===== config.mk =====
export PLATFORM = sky130hd
export DESIGN_NAME = agc_decay_adc_path_config
export DESIGN_NICKNAME = d
export VERILOG_FILES = /design/src/verilog/agc_decay_pkg.sv /design/src/verilog/decay_time_calc.sv /design/src/verilog/agc_decay_adc_path_config.sv
export SDC_FILE = /design/constraint.sdc
export NUM_CORES = 1
export LEC_CHECK = 0
export BUFFER_PORTS_ARGS = -buffer_cell sky130_fd_sc_hd__clkbuf_2
export CAP_MARGIN = 40
export CORE_AREA = 2 2 85 87
export DETAILED_ROUTE_END_ITERATION = 8
export DIE_AREA = 0 0 87 89
export PLACE_DENSITY_LB_ADDON = 0.25
export SLEW_MARGIN = 20
export SYNTH_ARGS = -nofsm -noshare
export SYNTH_HDL_FRONTEND = slang
export SYNTH_SLANG_ARGS = --single-unit

===== constraint.sdc =====
create_clock -name core_clk -period 3.3 [get_ports core_clk]
set_input_delay 0 -clock core_clk [delete_from_list [all_inputs] [get_ports core_clk]]
set_output_delay 0 -clock core_clk [all_outputs]
set_load 0.1 [all_outputs]

===== src/verilog/agc_decay_pkg.sv =====
/*
 * Shared definitions for the right-channel decay time and ADC path
 * control bank: register indices, field layouts, reset values and
 * the decay time lookups.
 * Assumes registers sit one per aligned 32-bit word on APB, with the
 * byte address four times the register index.
 */
package agc_decay_pkg;

   localparam int IDX_W      = 10;
   localparam int REG_W      = 8;
   localparam int DECAY_MS_W = 16;
   localparam int RATIO_W    = 4;
   localparam int IRQ_W      = 2;

   // Register indices; byte address is four times the index.
   localparam logic [IDX_W-1:0] DECAY_IDX    = 10'h06a;
   localparam logic [IDX_W-1:0] PATH_IDX     = 10'h06b;
   localparam logic [IDX_W-1:0] IRQ_STAT_IDX = 10'h080;
   localparam logic [IDX_W-1:0] IRQ_EN_IDX   = 10'h081;
   localparam logic [IDX_W-1:0] IRQ_CLR_IDX  = 10'h082;

   localparam logic [REG_W-1:0] DECAY_RST = 8'h00;
   localparam logic [REG_W-1:0] PATH_RST  = 8'h00;
   localparam logic [IRQ_W-1:0] IRQ_RST   = 2'h0;

   localparam int IRQ_BUS_ERR = 0;
   localparam int IRQ_CAPPED  = 1;

   // Baseline decay times in milliseconds.
   localparam logic [DECAY_MS_W-1:0] BASE0_MS = 16'h0032;
   localparam logic [DECAY_MS_W-1:0] BASE1_MS = 16'h0096;
   localparam logic [DECAY_MS_W-1:0] BASE2_MS = 16'h00fa;
   localparam logic [DECAY_MS_W-1:0] BASE3_MS = 16'h015e;

   // Decay ceilings in milliseconds: 4, 5.6, 8, 9.6, 11.2, 16, 19.2
   // and 22.4 seconds.
   localparam logic [DECAY_MS_W-1:0] CAP_4S0_MS  = 16'h0fa0;
   localparam logic [DECAY_MS_W-1:0] CAP_5S6_MS  = 16'h15e0;
   localparam logic [DECAY_MS_W-1:0] CAP_8S0_MS  = 16'h1f40;
   localparam logic [DECAY_MS_W-1:0] CAP_9S6_MS  = 16'h2580;
   localparam logic [DECAY_MS_W-1:0] CAP_11S2_MS = 16'h2bc0;
   localparam logic [DECAY_MS_W-1:0] CAP_16S0_MS = 16'h3e80;
   localparam logic [DECAY_MS_W-1:0] CAP_19S2_MS = 16'h4b00;
   localparam logic [DECAY_MS_W-1:0] CAP_22S4_MS = 16'h5780;

   // Decimation ratio is carried as twice the ratio.
   localparam logic [RATIO_W-1:0] RATIO_1_0 = 4'h2;
   localparam logic [RATIO_W-1:0] RATIO_1_5 = 4'h3;
   localparam logic [RATIO_W-1:0] RATIO_2_0 = 4'h4;
   localparam logic [RATIO_W-1:0] RATIO_2_5 = 4'h5;
   localparam logic [RATIO_W-1:0] RATIO_3_0 = 4'h6;
   localparam logic [RATIO_W-1:0] RATIO_3_5 = 4'h7;
   localparam logic [RATIO_W-1:0] RATIO_4_0 = 4'h8;
   localparam logic [RATIO_W-1:0] RATIO_4_5 = 4'h9;
   localparam logic [RATIO_W-1:0] RATIO_5_0 = 4'ha;

   typedef enum logic [1:0] {
      MIC_DIG_BOTH  = 2'h0,
      MIC_LDIG_RANA = 2'h1,
      MIC_LANA_RDIG = 2'h2,
      MIC_ANA_BOTH  = 2'h3
   } mic_src_t;

   typedef struct packed {
      logic       from_reg;
      logic [1:0] base;
      logic [2:0] mult;
      logic [1:0] rsvd;
   } decay_cfg_t;

   typedef struct packed {
      logic     hp_left_prog;
      logic     hp_right_prog;
      mic_src_t mic_src;
      logic     prog_filt;
      logic     detect_off;
      logic     rsvd;
      logic     bus_err;
   } path_cfg_t;

   function automatic logic [DECAY_MS_W-1:0] base_ms(
      input logic [1:0] code);
      case (code)
         2'h0:    base_ms = BASE0_MS;
         2'h1:    base_ms = BASE1_MS;
         2'h2:    base_ms = BASE2_MS;
         default: base_ms = BASE3_MS;
      endcase
   endfunction

   // Ratios outside the table get the widest ceiling.
   function automatic logic [DECAY_MS_W-1:0] cap_ms(
      input logic [RATIO_W-1:0] ratio);
      case (ratio)
         RATIO_1_0:            cap_ms = CAP_4S0_MS;
         RATIO_1_5:            cap_ms = CAP_5S6_MS;
         RATIO_2_0:            cap_ms = CAP_8S0_MS;
         RATIO_2_5:            cap_ms = CAP_9S6_MS;
         RATIO_3_0, RATIO_3_5: cap_ms = CAP_11S2_MS;
         RATIO_4_0, RATIO_4_5: cap_ms = CAP_16S0_MS;
         RATIO_5_0:            cap_ms = CAP_19S2_MS;
         default:              cap_ms = CAP_22S4_MS;
      endcase
   endfunction

endpackage


===== src/verilog/decay_time_calc.sv =====
/*
 * Combinational decay time computation: baseline times factor, or
 * the legacy value, limited by the decimation ratio ceiling.
 * Assumes the legacy decay time arrives already in milliseconds.
 */
`timescale 1ns/1ps
module decay_time_calc (
   // Configuration
   input  wire agc_decay_pkg::decay_cfg_t     cfg,
   input  wire logic [15:0]                   legacy_decay_ms,
   input  wire logic [3:0]                    ratio_x2,
   // Result
   output logic [15:0]                        decay_ms,
   output logic                               capped
);
   import agc_decay_pkg::*;

   logic [DECAY_MS_W-1:0] scaled;
   logic [DECAY_MS_W-1:0] raw;
   logic [DECAY_MS_W-1:0] ceiling;

   // The largest product, 350 ms times 128, still fits in 16 bits.
   always_comb begin
      scaled   = base_ms(cfg.base) << cfg.mult;  // [RULE2] [RULE3] [RULE4]
      raw      = cfg.from_reg ? scaled : legacy_decay_ms;  // [RULE1]
      ceiling  = cap_ms(ratio_x2);  // [RULE5]
      capped   = raw > ceiling;
      decay_ms = capped ? ceiling : raw;  // [RULE5]
   end

endmodule


===== src/verilog/agc_decay_adc_path_config.sv =====
/*
 * APB register bank for the right AGC decay time and the ADC digital
 * path, with the bus error status and a small interrupt block.
 * Assumes the bus error monitor gives a one-cycle pulse per error and
 * that all inputs are synchronous to core_clk.
 */
// Summary of operation
// RULE1 - Source bit low takes legacy decay time, high takes this register.
// RULE2 - Baseline codes 0 to 3 give 50, 150, 250, 350 ms.
// RULE3 - Multiplier field gives factor two to the power of its code.
// RULE4 - Decay time is baseline times factor.
// RULE5 - Decay time is limited by a ceiling set by decimation ratio.
// RULE6 - Host writes zeros to the two low decay register bits.
// RULE7 - Left high-pass uses programmable coefficients when bit 7 set.
// RULE8 - Right high-pass uses programmable coefficients when bit 6 set.
// RULE9 - Two-bit field picks digital or analog microphone per channel.
// RULE10 - Bit 3 inserts programmable filter on ADC output if DACs are off.
// RULE11 - Bit 2 low enables bus error detection and clearing.
// RULE12 - Bus error status bit reads one after an error, read clears it.
`timescale 1ns/1ps
module agc_decay_adc_path_config #(
   parameter int ADDR_W = 12
) (
   // Clock and reset
   input  wire logic                        core_clk,
   input  wire logic                        rst,
   // APB slave
   input  wire logic                        psel,
   input  wire logic                        penable,
   input  wire logic                        pwrite,
   input  wire logic [ADDR_W-1:0]           paddr,
   input  wire logic [31:0]                 pwdata,
   input  wire logic [3:0]                  pstrb,
   output logic                             pready,
   output logic [31:0]                      prdata,
   output logic                             pslverr,
   // Codec state
   input  wire logic [15:0]                 legacy_decay_ms,
   input  wire logic [3:0]                  adc_decimation_ratio,
   input  wire logic                        dac_left_powered,
   input  wire logic                        dac_right_powered,
   input  wire logic                        bus_err_seen,
   // Decay and path controls
   output logic [15:0]                      decay_ms,
   output logic                             decay_capped,
   output logic                             hp_left_prog,
   output logic                             hp_right_prog,
   output agc_decay_pkg::mic_src_t          mic_src,
   output logic                             left_mic_analog,
   output logic                             right_mic_analog,
   output logic                             prog_filter_on_adc,
   output logic                             bus_err_detect_en,
   output logic                             bus_err_clear,
   // Interrupt
   output logic                             irq
);
   import agc_decay_pkg::*;

   localparam int WORD_W = ADDR_W - 2;

   function automatic logic is_analog(input mic_src_t src,
                                      input logic right);
      is_analog = right ? src[0] : src[1];
   endfunction

   function automatic logic hit(input logic [WORD_W-1:0] word,
                                input logic [IDX_W-1:0] idx);
      hit = word == WORD_W'(idx);
   endfunction

   decay_cfg_t            decay_reg;
   decay_cfg_t            decay_next;
   path_cfg_t             path_reg;
   path_cfg_t             path_next;
   path_cfg_t             wr_path;
   path_cfg_t             rd_path;
   logic [IRQ_W-1:0]      irq_en_reg;
   logic [IRQ_W-1:0]      irq_en_next;
   logic [IRQ_W-1:0]      irq_stat_reg;
   logic [IRQ_W-1:0]      irq_stat_next;
   logic [IRQ_W-1:0]      events;
   logic [31:0]           prdata_reg;
   logic [31:0]           prdata_next;

   logic [15:0]           decay_ms_reg;
   logic [15:0]           decay_ms_next;
   logic                  capped_reg;
   logic                  capped_next;
   logic                  hp_left_reg;
   logic                  hp_left_next;
   logic                  hp_right_reg;
   logic                  hp_right_next;
   mic_src_t              mic_src_reg;
   mic_src_t              mic_src_next;
   logic                  left_ana_reg;
   logic                  left_ana_next;
   logic                  right_ana_reg;
   logic                  right_ana_next;
   logic                  prog_filt_reg;
   logic                  prog_filt_next;
   logic                  detect_en_reg;
   logic                  detect_en_next;
   logic                  err_clear_reg;
   logic                  err_clear_next;

   logic [WORD_W-1:0]     word;
   logic                  setup;
   logic                  access;
   logic                  mapped;
   logic                  wr_fire;
   logic                  rd_fire;
   logic                  err_set;
   logic [15:0]           calc_ms;
   logic                  calc_capped;

   assign word    = paddr[ADDR_W-1:2];
   assign setup   = psel && !penable;
   assign access  = psel && penable;
   assign mapped  = hit(word, DECAY_IDX) || hit(word, PATH_IDX) ||
                    hit(word, IRQ_STAT_IDX) || hit(word, IRQ_EN_IDX) ||
                    hit(word, IRQ_CLR_IDX);
   // Only byte lane 0 carries register data, so pstrb[0] gates writes.
   assign wr_fire = access && pwrite && pstrb[0] && mapped;
   assign rd_fire = access && !pwrite;
   assign wr_path = path_cfg_t'(pwdata[REG_W-1:0]);
   // A read clears only the status it returned, so a newer error survives.
   assign rd_path = path_cfg_t'(prdata_reg[REG_W-1:0]);

   // A detection that lands while detection is off is simply dropped.
   assign err_set = bus_err_seen && !path_reg.detect_off;  // [RULE11]
   assign events[IRQ_BUS_ERR] = err_set;
   assign events[IRQ_CAPPED]  = calc_capped && !capped_reg;

   decay_time_calc u_calc (
      .cfg             (decay_reg),
      .legacy_decay_ms (legacy_decay_ms),
      .ratio_x2        (adc_decimation_ratio),
      .decay_ms        (calc_ms),
      .capped          (calc_capped)
   );

   // Register file and bus answer.
   always_comb begin
      decay_next    = decay_reg;
      path_next     = path_reg;
      irq_en_next   = irq_en_reg;
      irq_stat_next = irq_stat_reg;
      prdata_next   = prdata_reg;
      if (wr_fire && hit(word, DECAY_IDX)) begin
         // Low two bits are stored as written; the host keeps them zero.
         decay_next = decay_cfg_t'(pwdata[REG_W-1:0]);  // [RULE6]
      end
      if (wr_fire && hit(word, PATH_IDX)) begin
         path_next.hp_left_prog  = wr_path.hp_left_prog;
         path_next.hp_right_prog = wr_path.hp_right_prog;
         path_next.mic_src       = wr_path.mic_src;
         path_next.prog_filt     = wr_path.prog_filt;
         path_next.detect_off    = wr_path.detect_off;
      end
      if (wr_fire && hit(word, IRQ_EN_IDX)) begin
         irq_en_next = pwdata[IRQ_W-1:0];
      end
      if (wr_fire && hit(word, IRQ_CLR_IDX)) begin
         irq_stat_next = irq_stat_reg & ~pwdata[IRQ_W-1:0];
      end
      if (rd_fire && hit(word, PATH_IDX)) begin
         path_next.bus_err = path_reg.bus_err && !rd_path.bus_err;  // [RULE12]
      end
      // A new error in the clearing cycle must not be lost.
      if (err_set) begin
         path_next.bus_err = 1'b1;  // [RULE12]
      end
      irq_stat_next = irq_stat_next | events;
      if (setup) begin
         prdata_next = '0;
         if (hit(word, DECAY_IDX)) begin
            prdata_next[REG_W-1:0] = decay_reg;
         end
         if (hit(word, PATH_IDX)) begin
            prdata_next[REG_W-1:0] = path_reg;
         end
         if (hit(word, IRQ_STAT_IDX)) begin
            prdata_next[IRQ_W-1:0] = irq_stat_reg;
         end
         if (hit(word, IRQ_EN_IDX)) begin
            prdata_next[IRQ_W-1:0] = irq_en_reg;
         end
      end
   end

   always_ff @(posedge core_clk) begin
      if (rst) begin
         decay_reg    <= decay_cfg_t'(DECAY_RST);
         path_reg     <= path_cfg_t'(PATH_RST);
         irq_en_reg   <= IRQ_RST;
         irq_stat_reg <= IRQ_RST;
         prdata_reg   <= '0;
      end else begin
         decay_reg    <= decay_next;
         path_reg     <= path_next;
         irq_en_reg   <= irq_en_next;
         irq_stat_reg <= irq_stat_next;
         prdata_reg   <= prdata_next;
      end
   end

   // Outputs toward the audio path.
   always_comb begin
      decay_ms_next  = calc_ms;  // [RULE1] [RULE4] [RULE5]
      capped_next    = calc_capped;
      hp_left_next   = path_reg.hp_left_prog;  // [RULE7]
      hp_right_next  = path_reg.hp_right_prog;  // [RULE8]
      mic_src_next   = path_reg.mic_src;  // [RULE9]
      left_ana_next  = is_analog(path_reg.mic_src, 1'b0);  // [RULE9]
      right_ana_next = is_analog(path_reg.mic_src, 1'b1);  // [RULE9]
      // The filter is shared with playback, so any live DAC wins it.
      prog_filt_next = path_reg.prog_filt && !dac_left_powered &&
                       !dac_right_powered;  // [RULE10]
      detect_en_next = !path_reg.detect_off;  // [RULE11]
      err_clear_next = err_set;  // [RULE11]
   end

   always_ff @(posedge core_clk) begin
      if (rst) begin
         decay_ms_reg  <= '0;
         capped_reg    <= 1'b0;
         hp_left_reg   <= 1'b0;
         hp_right_reg  <= 1'b0;
         mic_src_reg   <= MIC_DIG_BOTH;
         left_ana_reg  <= 1'b0;
         right_ana_reg <= 1'b0;
         prog_filt_reg <= 1'b0;
         detect_en_reg <= 1'b0;
         err_clear_reg <= 1'b0;
      end else begin
         decay_ms_reg  <= decay_ms_next;
         capped_reg    <= capped_next;
         hp_left_reg   <= hp_left_next;
         hp_right_reg  <= hp_right_next;
         mic_src_reg   <= mic_src_next;
         left_ana_reg  <= left_ana_next;
         right_ana_reg <= right_ana_next;
         prog_filt_reg <= prog_filt_next;
         detect_en_reg <= detect_en_next;
         err_clear_reg <= err_clear_next;
      end
   end

   assign pready             = 1'b1;
   assign pslverr            = access && !mapped;
   assign prdata             = prdata_reg;
   assign decay_ms           = decay_ms_reg;
   assign decay_capped       = capped_reg;
   assign hp_left_prog       = hp_left_reg;
   assign hp_right_prog      = hp_right_reg;
   assign mic_src            = mic_src_reg;
   assign left_mic_analog    = left_ana_reg;
   assign right_mic_analog   = right_ana_reg;
   assign prog_filter_on_adc = prog_filt_reg;
   assign bus_err_detect_en  = detect_en_reg;
   assign bus_err_clear      = err_clear_reg;
   assign irq                = |(irq_stat_reg & irq_en_reg);
endmodule


======== After elaboration in Yosys (flattened, before gate mapping) ========
Memories as Yosys holds them, arrays and structs flattened.
Cells that the tools add are included.
operators by class
  magnitude comparators ................... 1
  bitwise operators ....................... 4
  eq/ne operators ......................... 7
  reduce and logical (&&, ||, !) cells .... 32
  mux-type cells .......................... 10
  shifts and indexed selects .............. 1
operator list
  cell                                                                     count
  16-bit two-way mux                                                       2
  10-bit by 8-bit equality test with 1-bit output (second input constant)  3
  9-bit case mux with 3 select lines                                       1
  10-bit by 7-bit equality test with 1-bit output (second input constant)  2
  1-bit logical AND                                                        17
  16-bit > comparator                                                      1
  8-bit two-way mux                                                        2
  9-bit by 3-bit left shift with 16-bit output                             1
  1-bit logical NOT                                                        8
  2-bit two-way mux                                                        3
  2-bit bitwise AND                                                        2
  1-bit logical OR                                                         4
  2-bit by 1-bit equality test with 1-bit output (second input constant)   1
  2-bit equality test (second input constant)                              1
  2-bit logical NOT                                                        1
  1-bit two-way mux                                                        2
  2-bit inverter                                                           1
  2-bit OR                                                                 1
  2-bit nonzero test                                                       1
  2-bit OR reduction                                                       1
word-level totals
  memories kept ........................... 1
  flip-flop bits (word level) ............. 53
  bits in read-only memories .............. 160
  input bits .............................. 76
  word-level logic and storage cells ...... 79
  output and inout bits ................... 61
memories
  memory            words  width  rd ports  clocked after memory_dff  wr ports  line                 RTL
  (name not given)  16     10     1         0                         0         agc_decay_pkg.sv:95  case (ratio)

======== Depth between registers and ports, before layout ========
  depth after elaboration ................. 9
  gate-level depth with buffers ........... 14
  gate-level depth less buffers ........... 13

======== By module ========
A second synthesis with hierarchy kept.
unflattened totals
  cells, all modules ...................... 372
  area total of the unflattened synthesis .. 3218.1 um^2
modules (own cells, without submodules)
  module                     area an instance (um^2)  cells each  sequential area each (um^2)  instances
  agc_decay_adc_path_config  2078.2                   212         1021.0                       1
  decay_time_calc            1139.8                   160         0.0                          1

======== Least setup slack after synthesis ========
OpenSTA, ideal clock, no wires.
  kind .................................... reg2reg
  start ................................... register decay_reg[6] (netlist bit)
  end ..................................... register decay_ms_reg[10], in the netlist decay_ms[10]
  data arrival time ....................... 2.878 ns
  data required time ...................... 3.229 ns
  buffers on the path ..................... 1
  stages on the path, launching flop included .. 14
  slack ................................... 0.352 ns
  path through ............................ dfxtp_1 -> inv_1 -> ha_1 -> mux4_2 -> nand3_1 -> o21ai_0 -> ha_1 -> nand3_1 -> nor2_1 -> nand2_1 -> and4_1 -> clkbuf_4 -> or3_1 -> a21oi_1
between the ends
  word-level cells in the longest chain between the ends .. 6
  elaborated cells between the ends (all ways) .. 8
  classes of those cells .................. order compare (1); eq/ne (2); shift (1); mux (3); reduce/logical (1)
ends and longest elaborated chain
  element                                           line                              RTL
  start, declared                                   agc_decay_adc_path_config.sv:71   decay_cfg_t decay_reg;
  start signal, assigned                            agc_decay_adc_path_config.sv:193  decay_reg <= decay_cfg_t'(DECAY_RST);
  start signal, assigned                            agc_decay_adc_path_config.sv:199  decay_reg <= decay_next;
  2-bit equality test (tied with other cells)       agc_decay_pkg.sv:84               case (code)
  9-bit case mux with 3 select lines (*)            agc_decay_pkg.sv:84
  9-bit by 3-bit left shift with 16-bit output (*)  decay_time_calc.sv:24             scaled = base_ms(cfg.base) << cfg.mult;
  16-bit two-way mux (*)                            decay_time_calc.sv:25             raw = cfg.from_reg ? scaled : legacy_decay_ms;
  16-bit > comparator                               decay_time_calc.sv:27             capped = raw > ceiling;
  16-bit two-way mux (*)                            decay_time_calc.sv:28             decay_ms = capped ? ceiling : raw;
  end signal, assigned                              agc_decay_adc_path_config.sv:236  decay_ms_reg <= decay_ms_next;
  end, declared                                     agc_decay_adc_path_config.sv:85   logic [15:0] decay_ms_reg;
Every way passes the cells marked *; elsewhere a longest branch is shown, timed or not.
A chain may end at the register's enable or synchronous reset.

======== Worst setup path in the final report ========
  start ................................... register decay_reg[5] (netlist bit)
  end ..................................... register decay_ms_reg[10], in the netlist decay_ms[10]
Same word-level chain as after synthesis.

==> key figures <==
Yosys
  – Seq/Total Area, Yosys: between 30% and 40%
  – Syn Inst Count: around 380
  – Largest area contributor in the synthesized netlist: dfxtp_1
  – Yosys Warn Count: 0
  – Post-synth EDFFs: 0
  – Average size of a mapped cell: 8.446 um2
  – Synth top area cells: dfxtp_1, buf_4, mux2i_1
  – Yosys cell types: 66
  – Post-synth top flop: dfxtp_1
  – Async set-reset flop share out of synthesis: 0%
  – Flops & latches, synth: 51
  – Syn Std Cell Area: 3176 um2
  – Yosys top cell area share: 32.15%

Drt
  – WL/cell: 14.23 um
  – DR vias: about 2900
  – Via-per-instance ratio: 5.393
  – DRC: 0
  – ANT nets after route: 0
  – DRT Pass-1 Iters: 5
  – Initial DRC count: 148
  – Total Wirelength: 7.685 mm

Worst hold path
  – Hold WC Path Type: input pin to flop

Global routing
  – GRT Resource Usage Total: 19.74%
  – Largest net degree at the start of global routing: 36
  – Initial antenna violation count: 0
  – Number of global-route vias before repair: 2628
  – Gr ovfl total: 0
  – First-pass GRT wire length: roughly 12 mm

Clock tree
  – Reg clk slew, reported paths: 0.09 ns
  – CTS tree: done
  – CTS max path bufs: 2
  – H-tree levels: 2
  – CTS Buf Count: 5
  – Root Driver: clkbuf_8
  – Clock sinks: 51
  – Clock latency on the worst-skew pair: 0.30 ns

Status
  – Status: finished clean

Die
  – Ports: roughly 140
  – Full die area: 7743 um2
  – Chip height: slightly below 90 um
  – Die W: 87 um
  – Initial Util: 47.26%
  – Row cnt: 30
  – Core ar.: 6719 um2

Placed design
  – Final GP Congestion: ~0.86
  – Dpl cells: between 500 and 600
  – Post-DP HPWL: 5.685 mm
  – Port bufs: 82

Cells and area
  – Filler cells: between 600 and 700
  – Max FFs per register: 16
  – Footprint of the multi-input gates: around 1900 um2
  – Seq. cell area: 1022 um2
  – Nets: 550
  – Finished Core Util: between 50% and 60%
  – Ant diodes: 0
  – Layout Cells excl Fill: 540
  – Area Growth Syn to Fin: 20.13%
  – Layout cells sized above 1: 27.61%

Power
  – Peak VDD IR: 0.2577 mV
  – P_leak: 0.001737 uW
  – PD cells: 423.4 nW/um2

STA
  – Fmax: 0.3228 GHz
  – Clock skew: 0.009099 ns
  – Fin Setup TNS: 0 ns
  – Rel. slew slack: 63.00%
  – Worst-margin pin slew: 0.5535 ns
  – Pins over their slew limit: 0
  – Period utilization: 93.87%
  – Minimum period implied by the final worst setup slack: about 3.1 ns
  – Final Setup Violations: 0
  – Hold Vio Cnt, Final: 0

Setup path
  – CP max FO: 7
  – Startpoint Class: flop
  – Crit Path Class: flop to flop
  – CP required: 3.52 ns
  – Worst Path Arrival: 3.32 ns
  – Worst setup EP type: flop

Flow run
  – Max-cap violations: 0
[critical path, stage by stage, from the launching register on]
cell and delay [ns]:
dfxtp_2 0.37, inv_1 0.10, ha_1 0.36, mux4_2 0.50
mux2i_1 0.15, a21oi_1 0.12, ha_1 0.30, nand4_1 0.15
nor2_1 0.13, nand2_1 0.08, and4_4 0.23, or3_1 0.36
a21oi_1 0.16
[path summary, 6_finish.rpt]
check                                               endpoint  slack (ns)                 startpoint  depth (start not counted)
worst max-delay path                 decay_ms[10]$_SDFF_PP0_        0.20  decay_reg[5]$_SDFFE_PP0P_                         12
worst min-delay path                  prdata[1]$_SDFFE_PP0P_        0.03                  paddr[10]                          4
worst max register to register       decay_ms[10]$_SDFF_PP0_        0.20  decay_reg[5]$_SDFFE_PP0P_                         12
worst min register to register  bus_err_detect_en$_SDFF_PP0_        0.46   path_reg[2]$_SDFFE_PP0P_                          1
[routing by layer]
metal  vias to the layer above  routed length [um]  track usage (%)
met3                        10                 483            2.493
met2                       118                3618            33.38
met1                      1341                3465            26.46
li1                       1443                   -                -
met4                         0                 117            5.824
met5                         -                   0                0
[report_power, final]
part           leakage (uW)  switching (uW)  internal, uW
Sequential         0.000417            7.28           637
Combinational       0.00125             370          94.1
Clock             0.0000654             204           303
[synthesized netlist by cell type (3+ instances only)]
cell      instances
buf_4            28
a22o_1            3
buf_2             6
and3_1            5
nor2_1           49
buf_1             3
a21oi_1          31
buf_6             4
clkbuf_1         11
or3_1             4
nand2b_1          4
o21ai_0          16
a22oi_1           7
and4_1            3
inv_1             9
nor3_1            9
nor3b_1           4
ha_1             15
nand2_1          13
a211oi_1          8
nor2b_1           9
mux2i_1          20
nand3_1           8
dfxtp_1          51
mux2_2            4
nand4_1           3
[repair_timing]
action,4_1_cts,5_1_grt
hold buffers,12,0
endpoints found under the hold margin,17,0
resized for setup,0,10
buffers inserted,0,1
setup endpoints to repair,0,15
[kinds of logic after synthesis]
kind of cell	count (synthesis)	share of synthesized area, %
flops	51	32.15
other cells	2	0.2365
fa+ha+maj	16	6.225
mux	25	8.432
simple gates	130	22.46
xor+xnor	2	0.5517
buf+inv	63	12.06
compound gates	87	17.89
[metrics by stage]
step	setup WS [ns]	area [um2]	hold WS (ns)	power [uW]
3_3_place_gp	0.1156	3498	0.1640	1098
6_report	0.2024	3815	0.03419	1615
3_5_place_dp	0.08560	3518	0.1710	1104
5_1_grt	-0.009736	3815	0.05836	1673
4_1_cts	0.04695	3771	0.01908	1615
2_1_floorplan	0.3517	3266	0.07734	1048
[area by class of cell]
cell class	instances	area share [%]
sequential	51	26.80
clock inverter	2	1.574
clock buffer	6	1.902
inverter	10	0.9839
multi-input combinational	286	49.72
tap	80	2.624
timing repair buffer	105	16.40
[cell usage in the layout, fill, tap and decap left out, types with 12 or more instances in the layout]
cell / Yosys / routed
nand2_1: 13 / 13
a21oi_1: 31 / 30
nor2_1: 49 / 49
conb_1: 2 / 26
o21ai_0: 16 / 16
clkbuf_2: 0 / 82
dfxtp_1: 51 / 50
ha_1: 15 / 15
dlygate4sd3_1: 0 / 12
mux2i_1: 20 / 20
No activity file was read; power rests on OpenSTA's default activity.
